<file path="config.mk">
export PLATFORM = sky130hd
export DESIGN_NAME = bssf_top
export DESIGN_NICKNAME = d
export VERILOG_FILES = /design/src/bssf_pkg.sv /design/src/bssf_top.sv
export SDC_FILE = /design/constraint.sdc
export NUM_CORES = 1
export LEC_CHECK = 0
export BUFFER_PORTS_ARGS = -buffer_cell sky130_fd_sc_hd__clkbuf_2
export CAP_MARGIN = 25
export CORE_ASPECT_RATIO = 0.8
export CORE_MARGIN = 4
export CORE_UTILIZATION = 50
export DETAILED_ROUTE_END_ITERATION = 12
export PLACE_DENSITY = 0.68
export SYNTH_ARGS = -nofsm -noshare
export SYNTH_HDL_FRONTEND = slang
export SYNTH_SLANG_ARGS = --single-unit
</file>
<file path="constraint.sdc">
create_clock -name aclk -period 5.5 [get_ports aclk]
set_input_delay 0.825 -clock aclk [delete_from_list [all_inputs] [get_ports aclk]]
set_output_delay 0.825 -clock aclk [all_outputs]
set_load 0.005 [all_outputs]
</file>
<file path="src/bssf_pkg.sv">
// Shared constants, types and CRC helpers for the byte-sync serial framer
package bssf_pkg;
  localparam int ADDR_W = 8;
  localparam logic [7:0] A_MODE = 8'h00;
  localparam logic [7:0] A_CTRL = 8'h04;
  localparam logic [7:0] A_SYNC = 8'h08;
  localparam logic [7:0] A_CMD  = 8'h0C;
  localparam logic [7:0] A_TXD  = 8'h10;
  localparam logic [7:0] A_RXD  = 8'h14;
  localparam logic [7:0] A_STAT = 8'h18;
  localparam int PROTO_LSB  = 0;
  localparam int CRCEN_BIT  = 2;
  localparam int CRCSEL_LSB = 3;
  localparam int IDLSRC_BIT = 0;
  localparam int SYNLD_BIT  = 1;
  localparam int UDRC_BIT   = 2;
  localparam int SYN0_LSB   = 0;
  localparam int SYN1_LSB   = 8;
  localparam int IDLE_LSB   = 16;
  localparam int ST_TX_READY_FLAG   = 0;
  localparam int ST_RXAV    = 1;
  localparam int ST_UNDERRUN_FLAG    = 2;
  localparam int ST_CRC_ERROR_FLAG    = 3;
  localparam logic [31:0] MODE_RST = 32'h0000_0000;
  localparam logic [31:0] CTRL_RST = 32'h0000_0000;
  localparam logic [31:0] SYNC_RST = 32'h00FF_FFFF;
  localparam logic [1:0] PROTO_MONO = 2'h0;
  localparam logic [1:0] PROTO_BI   = 2'h1;
  localparam logic [1:0] PROTO_EXT  = 2'h2;
  localparam logic [15:0] POLY_16 = 16'h8005;
  localparam logic [15:0] POLY_CC = 16'h1021;
  localparam logic [3:0] CRC_CHECK_CLKS = 4'hF;
  localparam logic [1:0] RESP_OKAY   = 2'h0;
  localparam logic [1:0] RESP_SLVERR = 2'h2;
  typedef struct packed {
    logic chan_rst;
    logic crc_force;
    logic msg_reject;
    logic rx_crc_excl;
    logic rx_crc_init;
    logic tx_crc_excl;
    logic tx_crc_init;
    logic end_msg;
    logic rx_rst;
    logic rx_dis;
    logic rx_en;
    logic tx_rst;
    logic tx_dis;
    logic tx_en;
  } bssf_cmd_type;
  typedef enum logic [2:0] {TX_DIS, TX_IDLE, TX_SYN1, TX_SYN2, TX_CHAR, TX_CRC} bssf_txst_type;
  typedef enum logic [1:0] {RX_DIS, RX_HUNT1, RX_HUNT2, RX_CHAR} bssf_rxst_type;
  // Bits enter LSB first, register shifts toward its MSB
  function automatic logic [15:0] bssf_crc8(input logic [15:0] c, input logic [7:0] d, input logic cc);
    logic [15:0] r;
    logic        fb;
    r = c;
    for (int i = 0; i < 8; i++) begin
      fb = r[15] ^ d[i];
      r = {r[14:0], 1'b0};
      if (fb) r = r ^ (cc ? POLY_CC : POLY_16);
    end
    return r;
  endfunction
  function automatic logic [31:0] bssf_merge(input logic [31:0] o, input logic [31:0] n, input logic [3:0] s);
    logic [31:0] r;
    r = o;
    for (int i = 0; i < 4; i++) begin
      if (s[i]) r[i*8 +: 8] = n[i*8 +: 8];
    end
    return r;
  endfunction
endpackage

</file>
<file path="src/bssf_top.sv">
// Byte-sync serial framer with AXI4-Lite registers
//
// The register addresses and register access over AXI4-Lite were chosen for this implementation.
`timescale 1ns/1ps
module bssf_top (
  input  wire logic                       aclk,
  input  wire logic                       aresetn,
  input  wire logic [bssf_pkg::ADDR_W-1:0] awaddr,
  input  wire logic                       awvalid,
  output logic                            awready,
  input  wire logic [31:0]                wdata,
  input  wire logic [3:0]                 wstrb,
  input  wire logic                       wvalid,
  output logic                            wready,
  output logic [1:0]                      bresp,
  output logic                            bvalid,
  input  wire logic                       bready,
  input  wire logic [bssf_pkg::ADDR_W-1:0] araddr,
  input  wire logic                       arvalid,
  output logic                            arready,
  output logic [31:0]                     rdata,
  output logic [1:0]                      rresp,
  output logic                            rvalid,
  input  wire logic                       rready,
  input  wire logic                       tx_clk,
  input  wire logic                       rx_clk,
  input  wire logic                       rxd,
  input  wire logic                       sync_n,
  output logic                            txd
);
  import bssf_pkg::*;

  logic [31:0]   mode_q, ctrl_q, sync_q;
  bssf_cmd_type  cmd_q;
  logic [3:0]    pin_in, sy_a_q, sy_b_q;
  logic          tclk_p_q, rclk_p_q, tx_tick, rx_tick, rxd_s, syn_s;
  logic [1:0]    proto, crc_sel;
  logic          bi, ext, crc_en, idle_src, syn_ld, udr_crc;
  logic [7:0]    syn0, syn1, idle_pat;
  logic [15:0]   crc_init_v;
  logic          awready_q, wready_q, bvalid_q, arready_q, rvalid_q;
  logic [1:0]    bresp_q, rresp_q;
  logic [31:0]   rdata_q, wdata_q, rd_v;
  logic [3:0]    wstrb_q;
  logic [7:0]    awaddr_q, wa, ra;
  logic          aw_have_q, w_have_q, wr_go, rd_rx;
  logic          we_mode, we_ctrl, we_sync, we_cmd, we_txd, we_stat;
  bssf_txst_type tx_st_q, tx_nst;
  logic          txd_q, tx_full_q, tx_ready_flag_q, underrun_flag_q, eom_q, txdis_q, txexcl_q;
  logic [7:0]    tx_sh_q, tx_buf_q, tx_nbyte;
  logic [2:0]    tx_cnt_q;
  logic [15:0]   tx_crc_q, tx_base;
  logic          tx_crc_byte_q, tx_kill, tx_bnd, tx_take, tx_take_now;
  logic          tx_fetch, tx_uflow, tx_cinit;
  bssf_rxst_type rx_st_q;
  logic [7:0]    rx_sh_q, sh_n, rx_data_q, rx_b1_q, rx_b0_q;
  logic [2:0]    rx_cnt_q;
  logic [15:0]   rx_crc_q, rx_base, rx_h1_q, rx_h2_q;
  logic          rx_kill, rx_avail_q, rxexcl_q, rx_byte_now, rx_is_syn, rx_store;
  logic [3:0]    chk_cnt_q;
  logic          crc_err_q;
  logic [4:0]    age_q;

  // Pin and link-clock synchronisers
  assign pin_in = {sync_n, rxd, rx_clk, tx_clk};
  for (genvar g = 0; g < 4; g++) begin : g_sync
    always_ff @(posedge aclk) begin
      if (!aresetn) begin
        sy_a_q[g] <= 1'b1;
        sy_b_q[g] <= 1'b1;
      end else begin
        sy_a_q[g] <= pin_in[g];
        sy_b_q[g] <= sy_a_q[g];
      end
    end
  end

  always_ff @(posedge aclk) begin
    if (!aresetn) begin
      tclk_p_q <= 1'b1;
      rclk_p_q <= 1'b1;
    end else begin
      tclk_p_q <= sy_b_q[0];
      rclk_p_q <= sy_b_q[1];
    end
  end

  // Transmit on falling link edge, sample on rising
  assign tx_tick = tclk_p_q & ~sy_b_q[0];
  assign rx_tick = ~rclk_p_q & sy_b_q[1];
  assign rxd_s   = sy_b_q[2];
  assign syn_s   = sy_b_q[3];

  assign proto      = mode_q[PROTO_LSB +: 2];
  assign bi         = (proto == PROTO_BI);
  assign ext        = (proto == PROTO_EXT);
  assign crc_en     = mode_q[CRCEN_BIT];
  assign crc_sel    = mode_q[CRCSEL_LSB +: 2];
  assign idle_src   = ctrl_q[IDLSRC_BIT];
  assign syn_ld     = ctrl_q[SYNLD_BIT];
  assign udr_crc    = ctrl_q[UDRC_BIT];
  assign syn0       = sync_q[SYN0_LSB +: 8];
  assign syn1       = sync_q[SYN1_LSB +: 8];
  assign idle_pat   = sync_q[IDLE_LSB +: 8];
  assign crc_init_v = {16{crc_sel[1]}};

  // AXI4-Lite write channel
  assign wa    = {awaddr_q[ADDR_W-1:2], 2'b00};
  assign wr_go = aw_have_q & w_have_q & ~bvalid_q;

  always_ff @(posedge aclk) begin
    if (!aresetn) begin
      awready_q <= 1'b0;
      wready_q  <= 1'b0;
      aw_have_q <= 1'b0;
      w_have_q  <= 1'b0;
      bvalid_q  <= 1'b0;
      bresp_q   <= RESP_OKAY;
      awaddr_q  <= 8'h00;
      wdata_q   <= 32'h0000_0000;
      wstrb_q   <= 4'h0;
    end else begin
      if (awvalid && awready_q) begin
        awaddr_q  <= awaddr;
        aw_have_q <= 1'b1;
        awready_q <= 1'b0;
      end else if (!aw_have_q && !bvalid_q) begin
        awready_q <= 1'b1;
      end
      if (wvalid && wready_q) begin
        wdata_q  <= wdata;
        wstrb_q  <= wstrb;
        w_have_q <= 1'b1;
        wready_q <= 1'b0;
      end else if (!w_have_q && !bvalid_q) begin
        wready_q <= 1'b1;
      end
      if (wr_go) begin
        bvalid_q  <= 1'b1;
        bresp_q   <= (wa <= A_STAT) ? RESP_OKAY : RESP_SLVERR;
        aw_have_q <= 1'b0;
        w_have_q  <= 1'b0;
      end else if (bvalid_q && bready) begin
        bvalid_q <= 1'b0;
      end
    end
  end

  assign we_mode = wr_go & (wa == A_MODE);
  assign we_ctrl = wr_go & (wa == A_CTRL);
  assign we_sync = wr_go & (wa == A_SYNC);
  assign we_cmd  = wr_go & (wa == A_CMD);
  assign we_txd  = wr_go & (wa == A_TXD) & wstrb_q[0];
  assign we_stat = wr_go & (wa == A_STAT) & wstrb_q[0];

  always_ff @(posedge aclk) begin
    if (!aresetn) begin
      mode_q <= MODE_RST;
      ctrl_q <= CTRL_RST;
      sync_q <= SYNC_RST;
    end else begin
      if (we_mode) mode_q <= bssf_merge(mode_q, wdata_q, wstrb_q);
      if (we_ctrl) ctrl_q <= bssf_merge(ctrl_q, wdata_q, wstrb_q);
      if (we_sync) sync_q <= bssf_merge(sync_q, wdata_q, wstrb_q);
    end
  end

  // Commands live one cycle
  always_ff @(posedge aclk) begin
    if (!aresetn) cmd_q <= '0;
    else if (we_cmd) cmd_q <= bssf_cmd_type'(wdata_q[13:0]);
    else cmd_q <= '0;
  end

  // AXI4-Lite read channel
  assign ra    = {araddr[ADDR_W-1:2], 2'b00};
  assign rd_rx = arvalid & arready_q & (ra == A_RXD);

  always_comb begin
    rd_v = 32'h0000_0000;
    case (ra)
      A_MODE: rd_v = mode_q;
      A_CTRL: rd_v = ctrl_q;
      A_SYNC: rd_v = sync_q;
      A_TXD:  rd_v[7:0] = tx_buf_q;
      A_RXD:  rd_v[7:0] = rx_data_q;
      A_STAT: begin
        rd_v[ST_TX_READY_FLAG] = tx_ready_flag_q;
        rd_v[ST_RXAV]  = rx_avail_q;
        rd_v[ST_UNDERRUN_FLAG]  = underrun_flag_q;
        rd_v[ST_CRC_ERROR_FLAG]  = crc_err_q;
      end
      default: rd_v = 32'h0000_0000;
    endcase
  end

  always_ff @(posedge aclk) begin
    if (!aresetn) begin
      arready_q <= 1'b0;
      rvalid_q  <= 1'b0;
      rdata_q   <= 32'h0000_0000;
      rresp_q   <= RESP_OKAY;
    end else if (arvalid && arready_q) begin
      rvalid_q  <= 1'b1;
      arready_q <= 1'b0;
      rdata_q   <= rd_v;
      rresp_q   <= (ra <= A_STAT) ? RESP_OKAY : RESP_SLVERR;
    end else begin
      if (rvalid_q && rready) rvalid_q <= 1'b0;
      if (!rvalid_q && !arready_q) arready_q <= 1'b1;
    end
  end

  // Transmit byte-boundary decision
  assign tx_kill     = cmd_q.tx_rst | cmd_q.chan_rst;
  assign tx_bnd      = tx_tick & (tx_cnt_q == 3'h7) & (tx_st_q != TX_DIS);
  assign tx_take_now = tx_bnd & tx_take;

  always_comb begin
    tx_nst   = tx_st_q;
    tx_nbyte = idle_src ? idle_pat : 8'hFF;
    tx_take  = 1'b0;
    tx_uflow = 1'b0;
    tx_fetch = 1'b0;
    unique case (tx_st_q)
      TX_DIS: tx_nbyte = 8'hFF;
      TX_IDLE: begin
        if (txdis_q && !tx_full_q) begin
          tx_nst   = TX_DIS;
          tx_nbyte = 8'hFF;
        end else if (tx_full_q && !underrun_flag_q) begin
          tx_nst   = TX_SYN1;
          tx_nbyte = syn1;
        end
      end
      TX_SYN1: begin
        if (bi) begin
          tx_nst   = TX_SYN2;
          tx_nbyte = syn0;
        end else begin
          tx_fetch = 1'b1;
        end
      end
      TX_SYN2: tx_fetch = 1'b1;
      TX_CHAR: tx_fetch = 1'b1;
      TX_CRC: begin
        // low byte then resume or idle
        if (!tx_crc_byte_q) begin
          tx_nbyte = tx_crc_q[7:0];
        end else if (tx_full_q) begin
          tx_nst   = TX_SYN1;
          tx_nbyte = syn1;
        end else begin
          tx_nst = TX_IDLE;
        end
      end
    endcase
    if (tx_fetch) begin
      if (tx_full_q) begin
        tx_nst   = TX_CHAR;
        tx_nbyte = tx_buf_q;
        tx_take  = 1'b1;
      end else begin
        // CRC on message end or underrun
        tx_uflow = ~eom_q;
        if (crc_en && (eom_q || udr_crc)) begin
          tx_nst   = TX_CRC;
          tx_nbyte = tx_crc_q[15:8];
        end else begin
          tx_nst = TX_IDLE;
        end
      end
    end
  end

  assign tx_cinit = tx_fetch & (tx_st_q != TX_CHAR);

  // external mode sends one sync byte like mono
  always_ff @(posedge aclk) begin
    if (!aresetn || tx_kill) begin
      tx_st_q       <= TX_DIS;
      txd_q         <= 1'b1;
      tx_sh_q       <= 8'hFF;
      tx_cnt_q      <= 3'h7;
      tx_crc_byte_q <= 1'b0;
    end else if (tx_st_q == TX_DIS) begin
      txd_q    <= 1'b1;
      tx_cnt_q <= 3'h7;
      if (cmd_q.tx_en) tx_st_q <= TX_IDLE;
    end else if (tx_tick) begin
      if (tx_cnt_q == 3'h7) begin
        tx_st_q       <= tx_nst;
        txd_q         <= tx_nbyte[0];
        tx_sh_q       <= {1'b1, tx_nbyte[7:1]};
        tx_cnt_q      <= 3'h0;
        tx_crc_byte_q <= (tx_st_q == TX_CRC) & ~tx_crc_byte_q;
      end else begin
        txd_q    <= tx_sh_q[0];
        tx_sh_q  <= {1'b1, tx_sh_q[7:1]};
        tx_cnt_q <= tx_cnt_q + 3'h1;
      end
    end
  end

  // A write to a full buffer is dropped unless the byte leaves that cycle
  always_ff @(posedge aclk) begin
    if (!aresetn || tx_kill) begin
      tx_full_q <= 1'b0;
      tx_buf_q  <= 8'h00;
    end else if (we_txd && (!tx_full_q || tx_take_now)) begin
      tx_full_q <= 1'b1;
      tx_buf_q  <= wdata_q[7:0];
    end else if (tx_take_now) begin
      tx_full_q <= 1'b0;
    end
  end

  // ready drops while underrun flag stands
  always_ff @(posedge aclk) begin
    if (!aresetn) tx_ready_flag_q <= 1'b0;
    else tx_ready_flag_q <= (tx_st_q != TX_DIS) & ~tx_full_q & ~underrun_flag_q & ~tx_kill;
  end

  always_ff @(posedge aclk) begin
    if (!aresetn || tx_kill) begin
      eom_q    <= 1'b0;
      txdis_q  <= 1'b0;
      txexcl_q <= 1'b0;
    end else begin
      if (cmd_q.end_msg) eom_q <= 1'b1;
      else if (tx_bnd && tx_fetch && !tx_full_q) eom_q <= 1'b0;
      if (cmd_q.tx_dis) txdis_q <= 1'b1;
      else if (cmd_q.tx_en || tx_st_q == TX_DIS) txdis_q <= 1'b0;
      if (cmd_q.tx_crc_excl) txexcl_q <= 1'b1;
      else if (tx_take_now) txexcl_q <= 1'b0;
    end
  end

  // preset at data start or command
  assign tx_base = (cmd_q.tx_crc_init || (tx_bnd && tx_cinit)) ? crc_init_v : tx_crc_q;

  always_ff @(posedge aclk) begin
    if (!aresetn) tx_crc_q <= 16'h0000;
    else if (tx_take_now && !txexcl_q) tx_crc_q <= bssf_crc8(tx_base, tx_buf_q, crc_sel[0]);
    else tx_crc_q <= tx_base;
  end

  always_ff @(posedge aclk) begin
    if (!aresetn || cmd_q.chan_rst) underrun_flag_q <= 1'b0;
    else if (tx_bnd && tx_uflow) underrun_flag_q <= 1'b1;
    else if (we_stat && wdata_q[ST_UNDERRUN_FLAG]) underrun_flag_q <= 1'b0;
  end

  // Receiver
  assign rx_kill     = cmd_q.rx_rst | cmd_q.rx_dis | cmd_q.chan_rst;
  assign sh_n        = {rxd_s, rx_sh_q[7:1]};
  assign rx_byte_now = rx_tick & (rx_st_q == RX_CHAR) & (rx_cnt_q == 3'h7) & ~cmd_q.msg_reject;
  assign rx_is_syn   = (sh_n == syn0) | (bi & (sh_n == syn1));
  // data-field sync kept only when loading
  assign rx_store    = rx_byte_now & (~rx_is_syn | syn_ld);

  always_ff @(posedge aclk) begin
    if (!aresetn || rx_kill) begin
      rx_st_q  <= RX_DIS;
      rx_sh_q  <= 8'hFF;
      rx_cnt_q <= 3'h0;
    end else if (rx_st_q == RX_DIS) begin
      if (cmd_q.rx_en) rx_st_q <= RX_HUNT1;
    end else if (rx_st_q == RX_CHAR && cmd_q.msg_reject) begin
      rx_st_q <= RX_HUNT1;
    end else if (rx_st_q == RX_HUNT1 && ext && !syn_s) begin
      rx_st_q  <= RX_CHAR;
      rx_cnt_q <= 3'h0;
    end else if (rx_tick) begin
      rx_sh_q  <= sh_n;
      rx_cnt_q <= rx_cnt_q + 3'h1;
      if (rx_st_q == RX_HUNT1 && !ext && sh_n == syn0) begin
        rx_st_q  <= bi ? RX_HUNT2 : RX_CHAR;
        rx_cnt_q <= 3'h0;
      // second byte must match sync one
      end else if (rx_st_q == RX_HUNT2 && rx_cnt_q == 3'h7) begin
        rx_st_q <= (sh_n == syn1) ? RX_CHAR : RX_HUNT1;
      end
    end
  end

  // store to receive buffer, store beats read
  always_ff @(posedge aclk) begin
    if (!aresetn || cmd_q.chan_rst) begin
      rx_avail_q <= 1'b0;
      rx_data_q  <= 8'h00;
    end else if (rx_store) begin
      rx_avail_q <= 1'b1;
      rx_data_q  <= sh_n;
    end else if (rd_rx) begin
      rx_avail_q <= 1'b0;
    end
  end

  // preset outside data field or on command
  assign rx_base = (cmd_q.rx_crc_init || rx_st_q != RX_CHAR) ? crc_init_v : rx_crc_q;

  always_ff @(posedge aclk) begin
    if (!aresetn) begin
      rx_crc_q <= 16'h0000;
      rx_h1_q  <= 16'h0000;
      rx_h2_q  <= 16'h0000;
      rx_b1_q  <= 8'h00;
      rx_b0_q  <= 8'h00;
    end else begin
      rx_crc_q <= (rx_store && !rxexcl_q) ? bssf_crc8(rx_base, sh_n, crc_sel[0]) : rx_base;
      if (rx_store) begin
        rx_h1_q <= rx_base;
        rx_h2_q <= rx_h1_q;
        rx_b1_q <= sh_n;
        rx_b0_q <= rx_b1_q;
      end
    end
  end

  always_ff @(posedge aclk) begin
    if (!aresetn || rx_kill) rxexcl_q <= 1'b0;
    else if (cmd_q.rx_crc_excl) rxexcl_q <= 1'b1;
    else if (rx_store) rxexcl_q <= 1'b0;
  end

  // check delay from store or force
  always_ff @(posedge aclk) begin
    if (!aresetn) chk_cnt_q <= 4'h0;
    else if (rx_store || cmd_q.crc_force) chk_cnt_q <= CRC_CHECK_CLKS;
    else if (chk_cnt_q != 4'h0) chk_cnt_q <= chk_cnt_q - 4'h1;
  end

  always_ff @(posedge aclk) begin
    if (!aresetn || cmd_q.chan_rst) crc_err_q <= 1'b0;
    else if (rx_store) crc_err_q <= 1'b0;
    else if (chk_cnt_q == 4'h1) crc_err_q <= crc_en & (rx_h2_q != {rx_b0_q, rx_b1_q});
  end

  // Assertion helper: cycles since last store or force
  always_ff @(posedge aclk) begin
    if (!aresetn) age_q <= 5'h1F;
    else if (rx_store || cmd_q.crc_force) age_q <= 5'h00;
    else if (age_q != 5'h1F) age_q <= age_q + 5'h01;
  end

  assign awready = awready_q;
  assign wready  = wready_q;
  assign bvalid  = bvalid_q;
  assign bresp   = bresp_q;
  assign arready = arready_q;
  assign rvalid  = rvalid_q;
  assign rdata   = rdata_q;
  assign rresp   = rresp_q;
  assign txd     = txd_q;
endmodule

</file>
Word level (Yosys, flattened, before mapping)
Index checks and enable logic that the tools add are counted.

Flip-flop bits (word level): 345. Input port bits: 63. Output and inout bits: 42. Logic and storage cells: 397.

Add/subtract/negate cells: 3. $lt $le $gt $ge: 2. Equal/unequal tests: 33. Multiplexer cells: 110. Bitwise gates (word level): 80. Reduce and logical (&&, ||, !) cells: 94.

Operators with widths (count): $mux W16 (42); $xor A16 B16 Y16 (16); $mux W8 (9); $pmux W24 S3 (1); $mux W3 (15); $eq A6 B3 Y1 const B (5); $and A1 B1 Y1 (28); $reduce_and A2 Y1 (14); $reduce_bool A2 Y1 (13); $logic_and A1 B1 Y1 (25); $mux W1 (24); $pmux W4 S6 (1); $pmux W8 S3 (1); $mux W2 (11); $pmux W4 S5 (1); $eq A6 B2 Y1 const B (3); $eq A8 B8 Y1 (2); $le A8 B5 Y1 const B (2); $logic_not A8 Y1 (2); $ne A16 B16 Y1 (1); $xor A1 B1 Y1 (16); $not A1 Y1 (15); $reduce_or A2 Y1 (7); $eq A3 B3 Y1 const B (4); other kinds (27) (64).

Depth between registers and ports, before layout
Gate-level depths: netlist of run 1.

Depth after elaboration: 38. Depth in mapped cells: 11. Depth with buffers taken out: 10.

Least setup slack after synthesis of run 1
No wires, ideal clock.

Kind: reg2reg. Start: register tx_cnt_q[0]. End: register tx_crc_q[15]. Setup time: 118 ps. Arrival: 2957 ps. Data required time: 5382 ps. Path slack: 2426 ps. Stages on the path, launching flop included: 11. Buffers on the path: 0. Period minus slack after synthesis: 3074 ps. Path through: dfxtp_1 ha_1 ha_1 and3b_1 a41oi_4 a21oi_4 xnor2_2 xnor2_4 xnor3_1 a2111o_1 o2111a_1.

Word-level cells in the longest chain between the ends: 37. Elaborated cells on any way between the ends: 47. Those cells by class: eq/ne (1); mux (24); bitwise (19); reduce/logical (3).

RTL lines: start, declared (RTL line bssf_top.sv:51) `logic [2:0] tx_cnt_q;`; start signal, assigned (RTL line bssf_top.sv:300) `tx_cnt_q <= tx_cnt_q + 3'h1;`; $eq A3 B3 Y1 (*) (RTL line bssf_top.sv:216) `assign tx_bnd = tx_tick & (tx_cnt_q == 3'h7) & (tx_st_q != TX_DIS);`; $and A1 B1 Y1 (*) (2 in a row) (RTL line bssf_top.sv:216); $logic_and A1 B1 Y1 (RTL line bssf_top.sv:340) `assign tx_base = (cmd_q.tx_crc_init || (tx_bnd && tx_cinit)) ? crc_init_v : tx_crc_q;`; $logic_or A1 B1 Y1 (RTL line bssf_top.sv:340); $mux W16 (RTL line bssf_top.sv:340); $xor A16 B16 Y16 / $xor A1 B1 Y1 (equally long branches) (RTL line bssf_pkg.sv:61, bssf_pkg.sv:59); $mux W16 (RTL line bssf_pkg.sv:61) `if (fb) r = r ^ (cc ? POLY_CC : POLY_16);`; $mux W16 (RTL line bssf_top.sv:344) `else if (tx_take_now && !txexcl_q) tx_crc_q <= bssf_crc8(tx_base, tx_buf_q, crc_sel[0]);`; [20 not listed]; $mux W16 (RTL line bssf_top.sv:343) `if (!aresetn) tx_crc_q <= 16'h0000;`; $xor A16 B16 Y16 / $xor A1 B1 Y1 (equally long branches) (RTL line bssf_pkg.sv:61, bssf_pkg.sv:59); $mux W16 (RTL line bssf_pkg.sv:61); $mux W16 (RTL line bssf_top.sv:344); $mux W16 (RTL line bssf_top.sv:343); $xor A16 B16 Y16 / $xor A1 B1 Y1 (equally long branches) (RTL line bssf_pkg.sv:61, bssf_pkg.sv:59); $mux W16 (RTL line bssf_pkg.sv:61); $mux W16 (*) (RTL line bssf_top.sv:344); end signal, assigned (RTL line bssf_top.sv:344); end signal, assigned (RTL line bssf_top.sv:345) `else tx_crc_q <= tx_base;`; end, declared (RTL line bssf_top.sv:52) `logic [15:0] tx_crc_q, tx_base;`.

Mark *: on every way between the ends. The rest lies on a longest branch, timed or not. The select of a mux whose other input is x is not followed. A chain may end at the register's enable or synchronous reset.

Worst setup path in the final report of run 1
Start: register tx_cnt_q[0]. End: register tx_crc_q[1].

Word-level cells in the longest chain between the ends: 37. Elaborated cells on any way between the ends: 47. Those cells by class: eq/ne (1); mux (24); bitwise (19); reduce/logical (3).

RTL lines (RTL line): $eq A3 B3 Y1 (*) (bssf_top.sv:216); $and A1 B1 Y1 (*) (2 in a row) (bssf_top.sv:216); $logic_and A1 B1 Y1 (bssf_top.sv:340); $logic_or A1 B1 Y1 (bssf_top.sv:340); $mux W16 (bssf_top.sv:340); $xor A16 B16 Y16 / $xor A1 B1 Y1 (equally long branches) (bssf_pkg.sv:61, bssf_pkg.sv:59); $mux W16 (bssf_pkg.sv:61); $mux W16 (bssf_top.sv:344); [20 not listed]; $mux W16 (bssf_top.sv:343); $xor A1 B1 Y1 / $xor A16 B16 Y16 (equally long branches) (bssf_pkg.sv:59, bssf_pkg.sv:61); $mux W16 (bssf_pkg.sv:61); $mux W16 (bssf_top.sv:344); $mux W16 (bssf_top.sv:343); $xor A16 B16 Y16 / $xor A1 B1 Y1 (equally long branches) (bssf_pkg.sv:61, bssf_pkg.sv:59); $mux W16 (bssf_pkg.sv:61); $mux W16 (*) (bssf_top.sv:344).

Marks and branches as above.

==> flow_metrics.tcl, run 1 <==
set metrics [dict create \
    status "finished clean" \
    yosys.cell_count.top_type "sky130_fd_sc_hd__nand2_1" \
    dominantRegCellSynth "sky130_fd_sc_hd__dfxtp_1" \
    clock_latency_late_sink_ns 0.53 \
    final.setup.worst_slack_ns 1.713 \
    final_layout_size_suffix_gt1_frac 0.1006 \
    cts-resized-gates 0 \
    grt_setup_unrepaired "false" \
    post-route-period-util 0.6885 \
    netlist.top_cell.by_area "sky130_fd_sc_hd__dfxtp_1" \
    final_worst_path_period_need_ns 3.787 \
    worst_r2r_path_depth 11 \
    setup-violations-final 0 \
    area_delta_synth_final_pct 12.04 \
    globalRouteTotalUtil 0.2475 \
    top_level_ports 105 \
    pre_cts_ws_ns 1.772 \
    dr.first_iter.drc_count 1312 \
    critPathMaxStageDelay_ns 0.58 \
    timing.fmax_mhz 264.1 \
    power.share.switching 0.2311 \
    tritoncts_clock_tree "yes" \
    rr_endpoint "tx_crc_q[1]$_SDFF_PN0_" \
    synth-seq-cells 339 \
    antenna_cells 0 \
    detailed_place_hpwl_mm 29.71 \
    drt_drc_violations_left 0 \
    worst_path_dominant_cell_family "XOR/XNOR gates" \
    gate_power_share 0.047 \
    worst_path_max_delay_cell "sky130_fd_sc_hd__a41oi_4" \
    peakVddDrop_uv 207.3 \
    cp_endpoint "tx_crc_q[1]$_SDFF_PN0_" \
    number_of_cts_inserted_buffers 35 \
    dieHeight_microns 166.1 \
    synth_edf_count 0 \
    floorplan.initialDensity 0.5105 \
    fp.dieW_microns 205.6 \
    cp_cell_sequence "ha_1, ha_1, and3b_1, a41oi_4, buf_4, a21oi_1, xnor2_1, xnor3_1, nor2_1, xor2_1, a211oi_1" \
    die-area_sq_mm 0.03415 \
    internal_power_mw 4.091 \
    cts_htree_levels 2 \
    synthesis.area_sq_mm 0.01562 \
    vias_in_the_first_global_route 12712 \
    synth_common_cells "sky130_fd_sc_hd__nand2_1 (381), sky130_fd_sc_hd__dfxtp_1 (339), sky130_fd_sc_hd__a21oi_1 (225), sky130_fd_sc_hd__nor2_1 (118), sky130_fd_sc_hd__clkbuf_1 (117)" \
    cts.path.max_buffers 3 \
    power_switching_mw 1.230 \
    hold_viol_final 0 \
    synth.yosys.warnings 0 \
    critical_path_cell_count 11 \
    gp_congestion 0.9285 \
    power.share.sequential 0.479 \
    synth.area.top_cells "sky130_fd_sc_hd__dfxtp_1 (43%), sky130_fd_sc_hd__nand2_1 (9.2%), sky130_fd_sc_hd__a21oi_1 (7.2%)" \
    io_buffers 98 \
    hp-class "reg2reg" \
    total_leakage_power_nw 6.539 \
    type_of_destination_of_the_critical_path "flip-flop" \
    vias 13681 \
    route.antenna.remaining_nets 0 \
    wl_mm 43.36 \
    avgSynthCellArea_sq_um 8.195 \
    final_max_slew_viol_count 0 \
    yosysSeqAreaShare 0.4345 \
    globalRouteOverflowTotal 0 \
    cts.reportedPaths.clkPinSlew_ns 0.06 \
    synthDistinctLibCells 67 \
    max_cap_violations 0 \
    worstPathBufferInverterCount 1 \
    worst_ep_required_time_ns 5.92 \
    num_rows 57 \
    number_of_cells_produced_by_synthesis 1906 \
    core_area_sq_mm 0.03060 \
    async_flop_share 0 \
    post_drt_via_cell_ratio 5.792 \
    worstReg2RegStart "tx_cnt_q[0]$_SDFFE_PP1N_" \
    postCtsSetupBuffers 0 \
    critical-path-top-cell-by-count "sky130_fd_sc_hd__ha_1" \
    drtPass1Iterations 6 \
    avgRoutedWirePerCell_microns 18.36 \
    path_class "reg2reg" \
    power-per-cell-area_mw_per_mm2 304.0 \
    antenna_violations_before_repair 0 \
    critPathArrivalTime_ns 4.21 \
    cts.root.buffer_cell "sky130_fd_sc_hd__clkbuf_16" \
    grt_max_degree 114 \
    worst_pin_slew_ns 1.134 \
    first_pass_grt_wire_length_mm 69.07 \
    pwr-share-clk 0.474 \
    worstSetupStartpointType "flip-flop" \
    r2r_slack_ns 1.71 \
    cts_hold_buf 0 \
    synth_top_area_share 0.4345 \
    setup_tns_ns 0 \
    worst_setup_path_startpoint "tx_cnt_q[0]$_SDFFE_PP1N_" \
    fin_skew_ns 0.02205 \
    final_net_count 1992 \
    timing.slew.headroom 0.2382 \
    cts_sinks 339 \
    critical_path.max_fanout 20 \
]
worst reg2reg max path, cell delays in order, from the launching register on:
cell	delay, ns
sky130_fd_sc_hd__dfxtp_1	0.33
sky130_fd_sc_hd__ha_1	0.20
sky130_fd_sc_hd__ha_1	0.36
sky130_fd_sc_hd__and3b_1	0.35
sky130_fd_sc_hd__a41oi_4	0.58
sky130_fd_sc_hd__buf_4	0.35
sky130_fd_sc_hd__a21oi_1	0.11
sky130_fd_sc_hd__xnor2_1	0.53
sky130_fd_sc_hd__xnor3_1	0.43
sky130_fd_sc_hd__nor2_1	0.12
sky130_fd_sc_hd__xor2_1	0.07
sky130_fd_sc_hd__a211oi_1	0.25
routing by layer:
metal,wire (microns),vias up,share of wire,GRT usage
li1,-,6626,-,-
met1,20240,6513,0.47,0.3697
met2,18990,485,0.44,0.3720
met3,3373,57,0.078,0.04256
met4,755,0,0.017,0.06172
met5,0,-,0,0
through the flow:
step	cell area, sq um	power, mW	hold WS, ns	cells	util
floorplan	15620	2.760	0.3863	1907	-
global placement	16240	2.845	0.3881	2295	0.5309
detailed placement	16260	2.852	0.3967	2297	0.5313
CTS	17490	5.370	0.4104	2361	0.5716
global route	17500	5.504	0.4242	2362	0.5720
finish	17500	5.321	0.4086	2362	0.5720
cells by family (layout without fill, tap and decap cells):
| kind of cell | after synthesis | count (layout) | synth area share |
|---|---|---|---|
| AOI/OAI and AO/OA | 459 | 459 | 0.1830 |
| xor gates and xnor gates | 127 | 127 | 0.07962 |
| adders and majority gates | 7 | 7 | 0.005607 |
| buffers and inverters | 156 | 198 | 0.03893 |
| DFF | 339 | 339 | 0.4345 |
| muxes | 79 | 79 | 0.05070 |
| other | 1 | 2 | 0.0002401 |
| and+or+nand+nor | 738 | 738 | 0.2074 |
power groups by stage:
| stage | Combinational, mW | Sequential, mW | Clock [mW] |
|---|---|---|---|
| 2_1_floorplan | 0.184 | 2.58 | 0 |
| 3_3_place_gp | 0.245 | 2.60 | 0 |
| 3_5_place_dp | 0.250 | 2.60 | 0 |
| 4_1_cts | 0.252 | 2.55 | 2.57 |
| 5_1_grt | 0.282 | 2.55 | 2.67 |
| 6_report | 0.251 | 2.55 | 2.52 |
how the worst min path moves through the flow:
stage                     cells past startpoint                 start  slack (ns)              endpoint
after global routing                          1  sy_a_q[1]$_SDFF_PN1_        0.42  sy_b_q[1]$_SDFF_PN1_
final                                         1  sy_a_q[1]$_SDFF_PN1_        0.41  sy_b_q[1]$_SDFF_PN1_
after detailed placement                      1  sy_a_q[1]$_SDFF_PN1_        0.40  sy_b_q[1]$_SDFF_PN1_
after global placement                        1  sy_a_q[2]$_SDFF_PN1_        0.39      rxd_s$_SDFF_PN1_
after CTS                                     1  sy_a_q[1]$_SDFF_PN1_        0.41  sy_b_q[1]$_SDFF_PN1_
after floorplan                               1  sy_a_q[2]$_SDFF_PN1_        0.39      rxd_s$_SDFF_PN1_
registers in the layout, indices dropped and copies added (netlist names), 6 cells and up:
register / cells
awaddr_q: 6
cmd_q: 14
ctrl_q: 32
mode_q: 32
rdata: 32
rx_b0_q: 8
rx_b1_q: 8
rx_crc_q: 16
rx_data_q: 8
rx_h1_q: 16
rx_h2_q: 16
rx_sh_q: 7
sync_q: 32
tx_buf_q: 8
tx_crc_q: 16
tx_sh_q: 7
wdata_q: 32
placed cells by master (no fill, tap or decap), types with 11 or more instances in the layout:
cell	count
sky130_fd_sc_hd__nor2_1	117
sky130_fd_sc_hd__a211oi_1	43
sky130_fd_sc_hd__nand2b_1	25
sky130_fd_sc_hd__nor3_1	22
sky130_fd_sc_hd__clkbuf_2	98
sky130_fd_sc_hd__a21oi_1	225
sky130_fd_sc_hd__nand3_1	99
sky130_fd_sc_hd__dfxtp_1	339
sky130_fd_sc_hd__o21ai_0	65
sky130_fd_sc_hd__a221oi_1	17
sky130_fd_sc_hd__inv_1	11
sky130_fd_sc_hd__a22o_1	29
sky130_fd_sc_hd__xnor2_1	54
sky130_fd_sc_hd__buf_4	19
sky130_fd_sc_hd__nor2b_1	22
sky130_fd_sc_hd__nor4_1	12
sky130_fd_sc_hd__and2_1	25
sky130_fd_sc_hd__nand2_1	381
sky130_fd_sc_hd__clkbuf_16	37
sky130_fd_sc_hd__mux2i_1	78
sky130_fd_sc_hd__xor2_1	63
final cells by class:
type | count | area, sq um
clock buffers | 48 | 1017
clock inverters | 16 | 214.0
fillers | 2812 | 13100
inverters | 15 | 61.31
multi-input cells | 1412 | 8254
flip-flops and latches | 339 | 6787
well taps | 413 | 516.7
repair buffers | 119 | 650.6
Note: power is estimated with default switching activity, not from simulation.
==> inputs of run 2 (changes only) <==
clock period = 4 ns   (was 5.5 ns; I/O delays follow)
==> run 2 against run 1 <==
Global-route usage up 0.27 points; sequential power rose by 37%; die area is the same; first-iteration DRC count decreased by 15%; critical endpoint is now tx_crc_q[15]$_SDFF_PN0_.
==> flow_metrics.tcl, run 2 (synthesized netlist as in run 1, its figures left out) <==
set metrics [dict create \
    status "finished clean" \
    mostFrequentLayoutCell "sky130_fd_sc_hd__nand2_1" \
    antenna_violations_before_repair 0 \
    worst_pin_slew_ns 1.079 \
    final_cell_mix "sky130_fd_sc_hd__nand2_1 (381), sky130_fd_sc_hd__dfxtp_1 (339), sky130_fd_sc_hd__a21oi_1 (225)" \
    path_class "reg2reg" \
    max_cap_violations 0 \
    grt_setup_unrepaired "false" \
    final_layout_size_suffix_gt1_frac 0.1061 \
    dieHeight_microns 166.1 \
    seq_area_sq_mm 0.006787 \
    critical_path.max_fanout 16 \
    worst_setup_path_startpoint "tx_cnt_q[0]$_SDFFE_PP1N_" \
    first_pass_grt_wire_length_mm 69.97 \
    die-area_sq_mm 0.03415 \
    worst_r2r_path_depth 10 \
    clock_latency_late_sink_ns 0.54 \
    total_leakage_power_nw 6.557 \
    postCtsSetupBuffers 0 \
    drt_drc_violations_left 0 \
    fin_skew_ns 0.02035 \
    hp-class "in2reg" \
    globalRouteTotalUtil 0.2502 \
    drtPass1Iterations 6 \
    avgRoutedWirePerCell_microns 18.48 \
    final_worst_path_period_need_ns 3.559 \
    final.fill_count 2793 \
    timing.slew.headroom 0.2753 \
    cts.root.buffer_cell "sky130_fd_sc_hd__clkbuf_16" \
    hold_ws_ns 0.2453 \
    detailed_place_hpwl_mm 30.56 \
    hold_viol_final 0 \
    final.setup.worst_slack_ns 0.4414 \
    peakVddDrop_uv 343.8 \
    vias 13638 \
    worstReg2RegStart "tx_cnt_q[0]$_SDFFE_PP1N_" \
    grt_max_degree 90 \
    final_net_count 2006 \
    floorplan.initialDensity 0.5105 \
    cts.path.max_buffers 3 \
    io_buffers 98 \
    timing.fmax_mhz 281.0 \
    cp_endpoint "tx_crc_q[15]$_SDFF_PN0_" \
    cts_htree_levels 2 \
    fp.dieW_microns 205.6 \
    pre_cts_ws_ns 0.4615 \
    post-route-period-util 0.8897 \
    top_level_ports 105 \
    r2r_slack_ns 0.44 \
    type_of_destination_of_the_critical_path "flip-flop" \
    power-per-cell-area_mw_per_mm2 408.9 \
    cts_sinks 339 \
    setup_tns_ns 0 \
    rr_endpoint "tx_crc_q[15]$_SDFF_PN0_" \
    number_of_cts_inserted_buffers 35 \
    worst_ep_required_time_ns 4.42 \
    area_delta_synth_final_pct 12.33 \
    cts.reportedPaths.clkPinSlew_ns 0.06 \
    worstSetupStartpointType "flip-flop" \
    wl_mm 43.85 \
    vias_in_the_first_global_route 12811 \
    critPathArrivalTime_ns 3.98 \
    cts_hold_buf 0 \
    final_max_slew_viol_count 0 \
    route.antenna.remaining_nets 0 \
    gp_congestion 0.9494 \
    setup-violations-final 0 \
    globalRouteOverflowTotal 0 \
    cts-resized-gates 0 \
    dr.first_iter.drc_count 1121 \
    multi_input_comb_area_sq_mm 0.008254 \
    core_area_sq_mm 0.03060 \
    tritoncts_clock_tree "yes" \
    post_drt_via_cell_ratio 5.747 \
    num_rows 57 \
    antenna_cells 0 \
]
-- run 2: changes by cell type in the layout (fill, tap and decap cells not counted) --
| cell | change |
|---|---|
| sky130_fd_sc_hd__bufinv_16 | -2 |
| sky130_fd_sc_hd__clkinvlp_4 | +1 |
| sky130_fd_sc_hd__dlymetal6s2s_1 | -1 |
| sky130_fd_sc_hd__buf_4 | +15 |
| sky130_fd_sc_hd__inv_6 | -2 |
| sky130_fd_sc_hd__buf_2 | -1 |
| sky130_fd_sc_hd__buf_12 | +1 |
-- run 2: power by group --
group	leakage (nW)	switching, mW	internal, mW
Clock	0.561	1.40	1.92
Combinational	3.26	0.219	0.130
Sequential	2.74	0.0726	3.43
Total	6.56	1.69	5.49
-- run 2: final cells by class --
cell class,instances,share of cell area
Multi-Input combinational cell,1412,0.4704
Clock inverter,13,0.008201
Clock buffer,48,0.05798
Timing Repair Buffer,133,0.04364
Inverter,15,0.003494
Sequential cell,339,0.3868
Tap cell,413,0.02945
-- run 2: how the worst min path moves through the flow --
stage	cells after the start	to	startpoint	slack [ns]
2_1_floorplan	1	rxd_s$_SDFF_PN1_	sy_a_q[2]$_SDFF_PN1_	0.39
3_3_place_gp	1	rxd_s$_SDFF_PN1_	sy_a_q[2]$_SDFF_PN1_	0.39
3_5_place_dp	1	syn_s$_SDFF_PN1_	sy_a_q[3]$_SDFF_PN1_	0.39
4_1_cts	2	sy_a_q[3]$_SDFF_PN1_	sync_n	0.23
5_1_grt	2	sy_a_q[3]$_SDFF_PN1_	sync_n	0.25
6_report	2	sy_a_q[1]$_SDFF_PN1_	rx_clk	0.25
-- run 2: layer usage --
layer | GRT usage | vias up | wire, microns
met1 | 0.3679 | 6467 | 20530
met4 | 0.06638 | 2 | 1005
li1 | - | 6635 | -
met5 | 0.01286 | - | 67
met2 | 0.3754 | 453 | 19030
met3 | 0.04861 | 81 | 3217
-- run 2: worst max-delay path, cell delays in order, from the launching register on --
cell and delay [ns]:
sky130_fd_sc_hd__dfxtp_1 0.32, sky130_fd_sc_hd__ha_1 0.20, sky130_fd_sc_hd__ha_1 0.36, sky130_fd_sc_hd__and3b_1 0.35, sky130_fd_sc_hd__a41oi_4 0.52, sky130_fd_sc_hd__a21oi_2 0.14, sky130_fd_sc_hd__xnor2_2 0.32, sky130_fd_sc_hd__xnor2_4 0.21
sky130_fd_sc_hd__xnor3_1 0.48, sky130_fd_sc_hd__a2111o_1 0.41, sky130_fd_sc_hd__o2111a_1 0.13
-- run 2: per-stage QoR --
stage | util | power (mW) | area, sq um | instances
floorplan | - | 3.795 | 15620 | 1907
global placement | 0.5355 | 3.915 | 16380 | 2312
detailed placement | 0.5355 | 3.927 | 16380 | 2312
CTS | 0.5735 | 7.225 | 17550 | 2373
global route | 0.5735 | 7.424 | 17550 | 2373
finish | 0.5735 | 7.174 | 17550 | 2373
==> inputs of run 3 (changes only) <==
CORE_ASPECT_RATIO = 1.4   (was 0.8)
==> run 3 against run 2 <==
Critical path depth unchanged; core utilization decreased by 0.46 points; setup slack improved by 0.0033 ns; clock skew shrank 0.00074 ns; via count decreased by 0.72%; global-route usage up 0.30 points; critical path type unchanged; clock-buffer cell count increased by 8; largest cell class unchanged; final cell count fell by 0.63%; die area barely moved; non-clock buffer count grew 7.
==> flow_metrics.tcl, run 3 (synthesized netlist as in run 1, its figures left out) <==
set metrics [dict create \
    path_class "reg2reg" \
    finish.instance_area_sq_mm 0.01753 \
    cts_hold_buf 0 \
    final_net_count 2013 \
    dieHeight_microns 217.1 \
    post-route-period-util 0.8888 \
    first_pass_grt_wire_length_mm 69.49 \
    post_drt_via_cell_ratio 5.742 \
    final_worst_path_period_need_ns 3.555 \
    worstSetupStartpointType "flip-flop" \
    avgRoutedWirePerCell_microns 18.51 \
    status "finished clean" \
    cts.root.buffer_cell "sky130_fd_sc_hd__clkbuf_16" \
    mostFrequentLayoutCell "sky130_fd_sc_hd__nand2_1" \
    cts-resized-gates 0 \
    cts.path.max_buffers 3 \
    area_delta_synth_final_pct 12.21 \
    grt_max_degree 94 \
    cts_sinks 339 \
    globalRouteOverflowTotal 0 \
    critPathArrivalTime_ns 3.97 \
    cts.reportedPaths.clkPinSlew_ns 0.06 \
    number_of_cts_inserted_buffers 35 \
    timing.slew.headroom 0.3432 \
    die-area_sq_mm 0.03417 \
    vias 13540 \
    detailed_place_hpwl_mm 30.96 \
    globalRouteTotalUtil 0.2531 \
    antenna_violations_before_repair 0 \
    worst_ep_required_time_ns 4.42 \
    drtPass1Iterations 5 \
    max_cap_violations 0 \
    hp-class "in2reg" \
    fp.dieW_microns 157.4 \
    type_of_destination_of_the_critical_path "flip-flop" \
    timing.fmax_mhz 281.3 \
    final_max_slew_viol_count 0 \
    power-per-cell-area_mw_per_mm2 404.0 \
    setup_tns_ns 0 \
    dr.first_iter.drc_count 783 \
    fin_skew_ns 0.01961 \
    peakVddDrop_uv 330.0 \
    num_rows 76 \
    final_cell_mix "sky130_fd_sc_hd__nand2_1 (381), sky130_fd_sc_hd__dfxtp_1 (339), sky130_fd_sc_hd__a21oi_1 (225)" \
    critical_path.max_fanout 17 \
    antenna_cells 0 \
    io_buffers 98 \
    core_area_sq_mm 0.03081 \
    route.antenna.remaining_nets 0 \
    top_level_ports 105 \
    clock_latency_late_sink_ns 0.54 \
    vias_in_the_first_global_route 12866 \
    final.fill_count 2884 \
    setup-violations-final 0 \
    postCtsSetupBuffers 0 \
    worst_pin_slew_ns 0.9786 \
    tritoncts_clock_tree "yes" \
    gp_congestion 0.9189 \
    wl_mm 43.65 \
    hold_viol_final 0 \
    drt_drc_violations_left 0 \
    placed_area_sq_mm 0.01641 \
    grt_setup_unrepaired "false" \
    floorplan.initialDensity 0.5070 \
    total_leakage_power_nw 6.570 \
    final_layout_size_suffix_gt1_frac 0.1047 \
    cts_htree_levels 2 \
    fin_util 0.5689 \
]
-- run 3: power breakdown --
part | switching, mW | internal (mW)
Combinational | 0.225 | 0.132
Sequential | 0.0691 | 3.43
Clock | 1.34 | 1.88
Total | 1.63 | 5.45
-- run 3: worst max-delay path, stage by stage, from the launching register on --
cell and delay [ns]:
sky130_fd_sc_hd__dfxtp_1 0.32, sky130_fd_sc_hd__ha_1 0.19, sky130_fd_sc_hd__ha_1 0.35, sky130_fd_sc_hd__and3b_1 0.34
sky130_fd_sc_hd__a41oi_4 0.53, sky130_fd_sc_hd__buf_4 0.32, sky130_fd_sc_hd__nand2_1 0.09, sky130_fd_sc_hd__xnor2_1 0.34
sky130_fd_sc_hd__xnor3_1 0.41, sky130_fd_sc_hd__a2111o_1 0.42, sky130_fd_sc_hd__o2111a_1 0.14
-- run 3: stage by stage --
step	hold slack (ns)	worst slack, ns	cells	power [mW]
floorplan	0.3863	0.9259	1907	3.795
global placement	0.3949	0.5292	2295	3.920
CTS	0.2280	0.4565	2358	7.143
detailed placement	0.4015	0.4717	2296	3.932
global route	0.2427	0.2133	2358	7.320
finish	0.2485	0.4447	2358	7.080
-- run 3: cell type report --
cell class / count / area, sq um / area share
multi-input combinational: 1412 / 8257 / 0.4711
clock inverter: 6 / 98.84 / 0.005640
clock buffer: 56 / 1017 / 0.05804
sequential: 339 / 6787 / 0.3872
tap: 390 / 488.0 / 0.02784
inverter: 15 / 61.31 / 0.003498
timing repair buffer: 140 / 818.3 / 0.04669
-- run 3: worst paths after layout --
check	from	to	slack (ns)	cells after the start
setup / recovery	tx_cnt_q[0]$_SDFFE_PP1N_	tx_crc_q[15]$_SDFF_PN0_	0.44	10
hold / removal	rxd	sy_a_q[2]$_SDFF_PN1_	0.25	2
setup reg to reg	tx_cnt_q[0]$_SDFFE_PP1N_	tx_crc_q[15]$_SDFF_PN0_	0.44	10
hold reg to reg	sy_a_q[2]$_SDFF_PN1_	rxd_s$_SDFF_PN1_	0.41	1
-- run 3: per-layer routing --
metal  wire length (microns)  global-route usage  up-vias
met5                       0                   0        -
met2                   21480              0.4291      457
met4                    1818              0.1027        0
met1                   17740              0.3217     6324
met3                    2624             0.03760      109
li1                        -                   -     6650
